[src/save_port_pkg.sv]
// How it works
// - A save-register read answers with a valid format word once ready.
// - Not ready to stream yet means the wait-and-retry word, upper byte 01.
// - After idle or busy word, frame bytes leave operand register 32 bits each.
// - Only null, wait, illegal, idle or busy words are ever returned.
// - First variant: version byte, size 0x18 idle, 0xB4 busy.
// - Second variant: size 0x38 idle, 0xD4 busy; revisions alter version only.
// - Low byte of null, wait and illegal words is one fixed value.
// - Illegal word only when read during a save or restore in progress.
// - After last frame word device is idle, no pending exception.
// - Nothing run since reset or null restore gives null word at once.
// - Idle after some instruction gives idle word and idle frame at once.
// - While acquiring instruction and operands, busy word and frame at once.
// - Middle phase flags request, waits, stops at checkpoint, then busy frame.
// - Only long operations have a middle phase; others go initial to end.
// - End phase answers wait until completion, then saves an idle frame.
// - Busy frame is 180 bytes first variant, 212 bytes second.
package save_port_pkg;

    // ------------------------------------------------------------
    // Format word layout
    // ------------------------------------------------------------
    localparam logic [7:0] NULL_HI = 8'h00;
    localparam logic [7:0] WAIT_HI = 8'h01;
    localparam logic [7:0] ILLEGAL_HI = 8'h02;
    localparam logic [7:0] FILL_LO = 8'h00;
    // Version byte: arbitrary value
    localparam logic [7:0] VERSION = 8'h5A;

    // ------------------------------------------------------------
    // Frame size bytes (bytes after the format word)
    // ------------------------------------------------------------
    localparam logic [7:0] IDLE_SIZE_A = 8'h18;
    localparam logic [7:0] BUSY_SIZE_A = 8'hB4;
    localparam logic [7:0] IDLE_SIZE_B = 8'h38;
    localparam logic [7:0] BUSY_SIZE_B = 8'hD4;

    localparam int WORD_W = 6;
    localparam logic [WORD_W-1:0] IDX_RESET = 6'h00;

    typedef enum logic [2:0] {
        PH_RESET,
        PH_IDLE,
        PH_INITIAL,
        PH_MIDDLE,
        PH_END
    } phase_t;

    // Size byte for the chosen variant and frame kind
    function automatic logic [7:0] sizeByte(input logic secondVar,
                                            input logic busy);
        if (secondVar)
            sizeByte = busy ? BUSY_SIZE_B : IDLE_SIZE_B;
        else
            sizeByte = busy ? BUSY_SIZE_A : IDLE_SIZE_A;
    endfunction

endpackage

[src/frame_if.sv]
// Link between the save controller and the frame streamer
interface frame_if;
    logic start;
    logic abort;
    logic adv;
    logic [save_port_pkg::WORD_W-1:0] words;
    logic active;
    logic done;
    logic [save_port_pkg::WORD_W-1:0] idx;

    modport ctrl (
        output start,
        output abort,
        output adv,
        output words,
        input active,
        input done,
        input idx
    );
    modport strm (
        input start,
        input abort,
        input adv,
        input words,
        output active,
        output done,
        output idx
    );
endinterface

[src/coproc_save_port.sv]
// Coprocessor side of the context-save handshake
module coproc_save_port #(
    parameter bit SECOND_VARIANT = 1'b0
) (
    input wire logic core_clk,
    input wire logic arst_n,
    input wire logic saveRd,
    input wire logic restoreActive,
    input wire logic restoreNull,
    input wire logic abortWr,
    input wire logic instrStart,
    input wire logic instrLong,
    input wire logic operandsDone,
    input wire logic checkpoint,
    input wire logic nearEnd,
    input wire logic instrDone,
    input wire logic opRd,
    input wire logic [31:0] frameWord,
    output logic saveValid,
    output logic [15:0] saveWord,
    output logic opValid,
    output logic [31:0] opData,
    output logic [5:0] frameIdx,
    output logic haltExec,
    output logic clearExc,
    output logic saveDone
);
    frame_if fr ();

    save_port_pkg::phase_t phase_q;
    logic ckptReq_q;
    logic stopped_q;
    logic saveValid_q;
    logic [15:0] saveWord_q;
    logic opValid_q;
    logic [31:0] opData_q;
    logic haltExec_q;
    logic clearExc_q;
    logic readOk;
    logic startIdle;
    logic startBusy;
    logic [15:0] fmtWord;
    logic [7:0] frameSize;

    frame_streamer u_streamer (
        .core_clk(core_clk),
        .arst_n(arst_n),
        .fr(fr)
    );

    // ------------------------------------------------------------
    // Save request decode
    // ------------------------------------------------------------
    // A read with no save or restore under way may start a frame
    assign readOk = saveRd && !fr.active && !restoreActive;
    assign startIdle = readOk && (phase_q == save_port_pkg::PH_IDLE);
    // busy frame at once in initial, or after checkpoint stop
    assign startBusy = readOk && ((phase_q == save_port_pkg::PH_INITIAL)
                       || (phase_q == save_port_pkg::PH_MIDDLE && stopped_q));

    assign fr.start = startIdle || startBusy;
    // busy frame length follows the variant size byte
    assign frameSize = save_port_pkg::sizeByte(SECOND_VARIANT, startBusy);
    assign fr.words = frameSize[7:2];
    // host abort ends a suspended save
    assign fr.abort = abortWr;
    // operand reads only count while a frame is open
    assign fr.adv = opRd && fr.active;

    // Format word selection
    // only five kinds ever leave
    always_comb begin
        fmtWord = {save_port_pkg::WAIT_HI, save_port_pkg::FILL_LO};
        if (saveRd && (fr.active || restoreActive)) begin
            fmtWord = {save_port_pkg::ILLEGAL_HI, save_port_pkg::FILL_LO};
        end else if (phase_q == save_port_pkg::PH_RESET) begin
            fmtWord = {save_port_pkg::NULL_HI, save_port_pkg::FILL_LO};
        end else if (startIdle || startBusy) begin
            // only the size byte differs per variant
            fmtWord = {save_port_pkg::VERSION,
                       save_port_pkg::sizeByte(SECOND_VARIANT, startBusy)};
        end
        // middle before checkpoint and end phase wait
        // fixed low byte for null, wait and illegal
    end

    // ------------------------------------------------------------
    // Execution phase tracking
    // ------------------------------------------------------------
    // Save completion outranks execution events since the core is halted
    always_ff @(posedge core_clk or negedge arst_n) begin
        if (!arst_n) begin
            phase_q <= save_port_pkg::PH_RESET;
        end else if (restoreNull) begin
            phase_q <= save_port_pkg::PH_RESET;
        end else if (fr.done) begin
            phase_q <= save_port_pkg::PH_IDLE;
        end else if (!fr.active) begin
            unique case (phase_q)
                save_port_pkg::PH_RESET, save_port_pkg::PH_IDLE: begin
                    if (instrStart) begin
                        phase_q <= save_port_pkg::PH_INITIAL;
                    end
                end
                save_port_pkg::PH_INITIAL: begin
                    // only long operations have a middle phase
                    if (operandsDone) begin
                        phase_q <= instrLong ? save_port_pkg::PH_MIDDLE
                                             : save_port_pkg::PH_END;
                    end
                end
                save_port_pkg::PH_MIDDLE: begin
                    if (nearEnd && !stopped_q) begin
                        phase_q <= save_port_pkg::PH_END;
                    end
                end
                save_port_pkg::PH_END: begin
                    // finish, then idle frame on next read
                    if (instrDone) begin
                        phase_q <= save_port_pkg::PH_IDLE;
                    end
                end
            endcase
        end
    end

    // Pending save flag for the middle phase
    // flag between checkpoints
    always_ff @(posedge core_clk or negedge arst_n) begin
        if (!arst_n) begin
            ckptReq_q <= 1'b0;
        end else if (restoreNull || fr.done
                     || phase_q != save_port_pkg::PH_MIDDLE) begin
            ckptReq_q <= 1'b0;
        end else if (readOk && !stopped_q) begin
            ckptReq_q <= 1'b1;
        end
    end

    // Checkpoint stop, held until the busy frame is out
    // stop at next checkpoint
    always_ff @(posedge core_clk or negedge arst_n) begin
        if (!arst_n) begin
            stopped_q <= 1'b0;
        end else if (restoreNull || fr.done
                     || phase_q != save_port_pkg::PH_MIDDLE) begin
            stopped_q <= 1'b0;
        end else if (ckptReq_q && checkpoint) begin
            stopped_q <= 1'b1;
        end
    end

    // ------------------------------------------------------------
    // Register interface answers
    // ------------------------------------------------------------
    // answer one cycle after the read
    always_ff @(posedge core_clk or negedge arst_n) begin
        if (!arst_n) begin
            saveValid_q <= 1'b0;
            saveWord_q <= 16'h0000;
        end else begin
            saveValid_q <= saveRd;
            if (saveRd) begin
                saveWord_q <= fmtWord;
            end
        end
    end

    // Operand reads outside a frame get no answer
    // 32-bit frame words
    always_ff @(posedge core_clk or negedge arst_n) begin
        if (!arst_n) begin
            opValid_q <= 1'b0;
            opData_q <= 32'h0000_0000;
        end else begin
            opValid_q <= fr.adv;
            if (fr.adv) begin
                opData_q <= frameWord;
            end
        end
    end

    // Core halt and exception clear; halt lags a cycle, the core only
    // needs it before its next checkpoint or operand
    // no pending exception after save
    always_ff @(posedge core_clk or negedge arst_n) begin
        if (!arst_n) begin
            haltExec_q <= 1'b0;
            clearExc_q <= 1'b0;
        end else begin
            haltExec_q <= stopped_q || fr.active || fr.start;
            clearExc_q <= fr.done;
        end
    end

    assign saveValid = saveValid_q;
    assign saveWord = saveWord_q;
    assign opValid = opValid_q;
    assign opData = opData_q;
    assign frameIdx = fr.idx;
    assign haltExec = haltExec_q;
    assign clearExc = clearExc_q;
    assign saveDone = fr.done;
endmodule // coproc_save_port

[src/frame_streamer.sv]
// Counts frame words out through the operand register
module frame_streamer (
    input wire logic core_clk,
    input wire logic arst_n,
    frame_if.strm fr
);
    logic active_q;
    logic done_q;
    logic [save_port_pkg::WORD_W-1:0] idx_q;
    logic [save_port_pkg::WORD_W-1:0] words_q;

    assign fr.active = active_q;
    assign fr.done = done_q;
    assign fr.idx = idx_q;

    // ------------------------------------------------------------
    // Word counter
    // ------------------------------------------------------------
    // one word per read
    always_ff @(posedge core_clk or negedge arst_n) begin
        if (!arst_n) begin
            active_q <= 1'b0;
            idx_q <= save_port_pkg::IDX_RESET;
            words_q <= save_port_pkg::IDX_RESET;
        end else if (fr.abort) begin
            active_q <= 1'b0; // Abort drops the rest of the frame
        end else if (fr.start) begin
            active_q <= 1'b1;
            idx_q <= save_port_pkg::IDX_RESET;
            words_q <= fr.words;
        end else if (fr.adv && active_q) begin
            if (idx_q == words_q - 6'h01) begin
                active_q <= 1'b0;
            end else begin
                idx_q <= idx_q + 6'h01;
            end
        end
    end

    // Completion pulse after the last word leaves
    always_ff @(posedge core_clk or negedge arst_n) begin
        if (!arst_n) begin
            done_q <= 1'b0;
        end else begin
            done_q <= fr.adv && active_q && !fr.abort && !fr.start
                      && (idx_q == words_q - 6'h01);
        end
    end
endmodule // frame_streamer

[config.mk]
export PLATFORM = sky130hd
export DESIGN_NAME = coproc_save_port
export DESIGN_NICKNAME = d
export VERILOG_FILES = /design/src/save_port_pkg.sv /design/src/frame_if.sv /design/src/coproc_save_port.sv /design/src/frame_streamer.sv
export SDC_FILE = /design/constraint.sdc
export NUM_CORES = 1
export LEC_CHECK = 0
export BUFFER_PORTS_ARGS = -buffer_cell sky130_fd_sc_hd__buf_4
export CORE_MARGIN = 1.5
export CORE_UTILIZATION = 48
export CTS_BUF_LIST = sky130_fd_sc_hd__clkbuf_4 sky130_fd_sc_hd__clkbuf_8 sky130_fd_sc_hd__clkbuf_16
export DETAILED_ROUTE_END_ITERATION = 8
export GPL_TIMING_DRIVEN = 0
export HOLD_SLACK_MARGIN = 0.05
export PLACE_DENSITY = 0.83
export SYNTH_ARGS = -nofsm -noshare
export SYNTH_HDL_FRONTEND = slang
export SYNTH_SLANG_ARGS = --single-unit
[constraint.sdc]
create_clock -name core_clk -period 2.95 [get_ports core_clk]
set_input_delay 0.59 -clock core_clk [delete_from_list [all_inputs] [get_ports core_clk]]
set_output_delay 0.59 -clock core_clk [all_outputs]
set_load 0.02 [all_outputs]
==> summary.txt <==
Status: finished, final reports clean
Area of the core: 0.005172 mm^2
Leakage: 1.778 nW
Path depth of the worst reg2reg path: 6
Synth Instances: 224
Clock share of power: 24.7%
Post-CTS Setup Inserts: 0
Synth area leaders: dfrtp_1, mux2_2, buf_4
Reg-to-Reg Start: phase_q[2]
Dpl hpwl: 4368 um
Initial DRC count: 73
RSZ-0062 raised after global routing: false
Width of the die: 76.88 um
H-tree depth: 3
First-pass GRT wire length: 9528 um
Initial core utilization: 50.65%
Combinational power share: 37.9%
Fillers: 388
Sink Count: 57
Net Sw Power: 1.077 mW
Switching portion of total power: 33.98%
PD cells: 867.5 mW/mm^2
CTS clock-pin slew for the worst setup and hold paths: 0.07 ns
Crit. End Element: flip-flop
Synth warn: 0
WL final: 6006 um
Top cell type's share of synthesized area: 54.44%
FF-to-FF End: u_streamer.fr.idx[2]
Design Area, Final: 0.003655 mm^2
Vias/cell: 5.178
Fin. max-slew vios: 0
Maxcap violations: 0
Final Hold Vio Count: 0
Cts repair resizes: 0
Hold Buf Count CTS: 0
Crit path buffers/inverters: 1
Largest net degree at the start of global routing: 58
Yosys top cell by area: dfrtp_1
Initial antenna violation count: 0
Worst-path fanout max: 9
Clock Skews: 0.007635 ns
Vias: 2,123
Part of the power in registers: 37.4%
Req. time, crit path: 3.18 ns
Reg area: 0.001426 mm^2
Seq cells post-synth: 57
Prevailing post-synth register cell: dfrtp_1
Final period util: 86.14%
CTS tree: built
Final min period: 2.541 ns
Layout cells sized above 1: 48.82%
TNS Setup: 0 ns
VDD IR max: 0.6383 mV
Synth Area per Inst: 11.70 um^2
Maximum buffer depth of the clock tree: 2
Port Buf Inserts: 96
Seq/Total Area, Yosys: 54.44%
Area of the multi-input gates: 0.001042 mm^2
I/O pin total: 104
Distinct cells, synth: 46
DRC Markers: 0
Number of flops mapped to enable cells by yosys: 0
Final Power: 3.171 mW
Max incr delay on CP: 0.81 ns
CTS Buf Count: 9
Power Internal: 2.093 mW
Crit start category: flip-flop
Synthesized cell area: 0.002620 mm^2
Hold Crit Class: primary input to async pin
Skew-Pair Late Insertion Delay: 0.34 ns
Worst relative slew slack: 38.03%
Register-to-Register Setup Slack: 0.41 ns
Worst path slowest cell: nor4_1
Tightest Pin Transition: 0.9211 ns
Die Span Y: 76.88 um
Post-DP Area: 0.003447 mm^2
Critical path class: flip-flop to flip-flop
Rows: 26
Routability Congestion: 0.7763
Async SR Flop Fraction: 100.0%
Die ar.: 0.005911 mm^2
Crit path cell chain: buf_6 > or4b_4 > nor4_1 > nor2_1 > a211o_1 > a32o_1
Remaining antenna violation count: 0
Area delta synth->final: 39.49%
Peak Freq: 393.5 MHz
CP arrival: 2.77 ns
Grt ovf: 0
Crit path max-delay family: simple AND/OR/NAND/NOR gates
DR pass1 iterations: 4
Final layout net count: 383
Setup-failing EPs final: 0
Clock root cell: clkbuf_8
GRT Total Usage: 21.02%
WL per Instance: 14.65 um
Vias in the first global route: 2,027
Ant diodes: 0
worst max path at each step:
stage | startpoint | endpoint | slack [ns] | cells after the start
floorplan | saveRd | u_streamer.fr.idx[2] | 0.61 | 6
global placement | saveRd | u_streamer.fr.idx[2] | 0.14 | 7
detailed placement | saveRd | u_streamer.fr.idx[2] | 0.09 | 7
CTS | phase_q[2] | u_streamer.fr.idx[2] | 0.42 | 6
global route | phase_q[2] | u_streamer.fr.idx[2] | 0.27 | 6
finish | phase_q[2] | u_streamer.fr.idx[2] | 0.41 | 6
cells in the final DEF (no fill, tap or decap), types with 2 or more instances in the layout:
| cell | count |
|---|---|
| buf_4 | 107 |
| dfrtp_1 | 57 |
| mux2_2 | 33 |
| nor2_1 | 13 |
| nand2_1 | 12 |
| inv_1 | 12 |
| a21oi_1 | 11 |
| clkbuf_8 | 9 |
| mux2i_1 | 8 |
| o21ai_0 | 7 |
| conb_1 | 6 |
| or2_2 | 5 |
| nor2b_1 | 4 |
| buf_1 | 3 |
| clkbuf_1 | 3 |
| nor3_1 | 3 |
| nand3_1 | 3 |
| a31oi_1 | 3 |
| clkinv_2 | 3 |
| and3_1 | 2 |
| xnor2_1 | 2 |
| a211oi_1 | 2 |
| o211ai_1 | 2 |
| a211o_1 | 2 |
| ha_1 | 2 |
| bufinv_16 | 2 |
layout make-up:
cell class / count / area share (%)
clock buffer: 9 / 3.389
inverter: 13 / 1.335
clock inverter: 6 / 2.294
buffer: 19 / 3.321
timing repair buffer: 96 / 19.72
multi-input combinational: 140 / 28.52
tap: 70 / 2.396
sequential: 57 / 39.03
cell usage after synthesis (2+ instances only):
library cell / number
mux2i_1: 8
nor2b_1: 4
and3_1: 2
ha_1: 2
a211oi_1: 2
xnor2_1: 2
buf_1: 3
nand2_1: 12
a31oi_1: 3
mux2_2: 33
a211o_1: 2
dfrtp_1: 57
inv_1: 12
or2_2: 5
nor2_1: 13
o21ai_0: 7
o211ai_1: 2
buf_4: 11
nand3_1: 3
a21oi_1: 11
clkbuf_1: 3
nor3_1: 3
worst reg2reg max path, stage by stage, from the launching register on:
cell	delay [ns]
dfrtp_1	0.37
buf_6	0.13
or4b_4	0.55
nor4_1	0.81
nor2_1	0.08
a211o_1	0.29
a32o_1	0.20
cells by family (layout without fill, tap and decap cells):
| group | after synthesis | after routing | share of synthesized area [%] |
|---|---|---|---|
| buf+inv | 32 | 143 | 6.494 |
| mux | 41 | 41 | 17.24 |
| compound gates | 35 | 35 | 8.644 |
| flops | 57 | 57 | 54.44 |
| other cells | 1 | 6 | 0.1431 |
| fa+ha+maj | 2 | 2 | 0.9550 |
| simple gates | 53 | 53 | 11.08 |
| xor+xnor | 3 | 3 | 1.003 |
state kept, by name, indices dropped and copies added, names as in the netlist:
| name | flops |
|---|---|
| u_streamer.fr.active | 1 |
| stopped_q | 1 |
| opData | 32 |
| haltExec | 1 |
| u_streamer.words_q | 3 |
| saveWord | 5 |
| phase_q | 3 |
| u_streamer.fr.done | 1 |
| clearExc | 1 |
| opValid | 1 |
| u_streamer.fr.idx | 6 |
| saveValid | 1 |
| ckptReq_q | 1 |
power by group through the flow:
stage	sequential [mW]	clock [mW]	combinational, mW
2_1_floorplan	1.48	0	0.366
3_3_place_gp	1.18	0	1.18
3_5_place_dp	1.20	0	1.21
4_1_cts	1.19	0.795	1.21
5_1_grt	1.22	0.830	1.27
6_report	1.19	0.782	1.20
per-layer routing:
| layer | global-route usage (%) | vias to the layer above | wire length [um] |
|---|---|---|---|
| li1 | - | 999 | - |
| met1 | 24.28 | 1015 | 2367 |
| met2 | 35.04 | 89 | 3073 |
| met3 | 5.000 | 20 | 368 |
| met4 | 13.15 | 0 | 197 |
| met5 | 0 | - | 0 |
through the flow:
step	util, %	cells	hold slack, ns	setup WS (ns)
floorplan	-	229	0.2944	0.6067
global placement	66.64	395	0.4382	0.1404
detailed placement	66.64	395	0.4600	0.09187
CTS	70.66	410	0.3237	0.4236
global route	70.66	410	0.3608	0.2722
finish	70.66	410	0.2973	0.4089
Note: power is estimated with default switching activity, not from simulation.
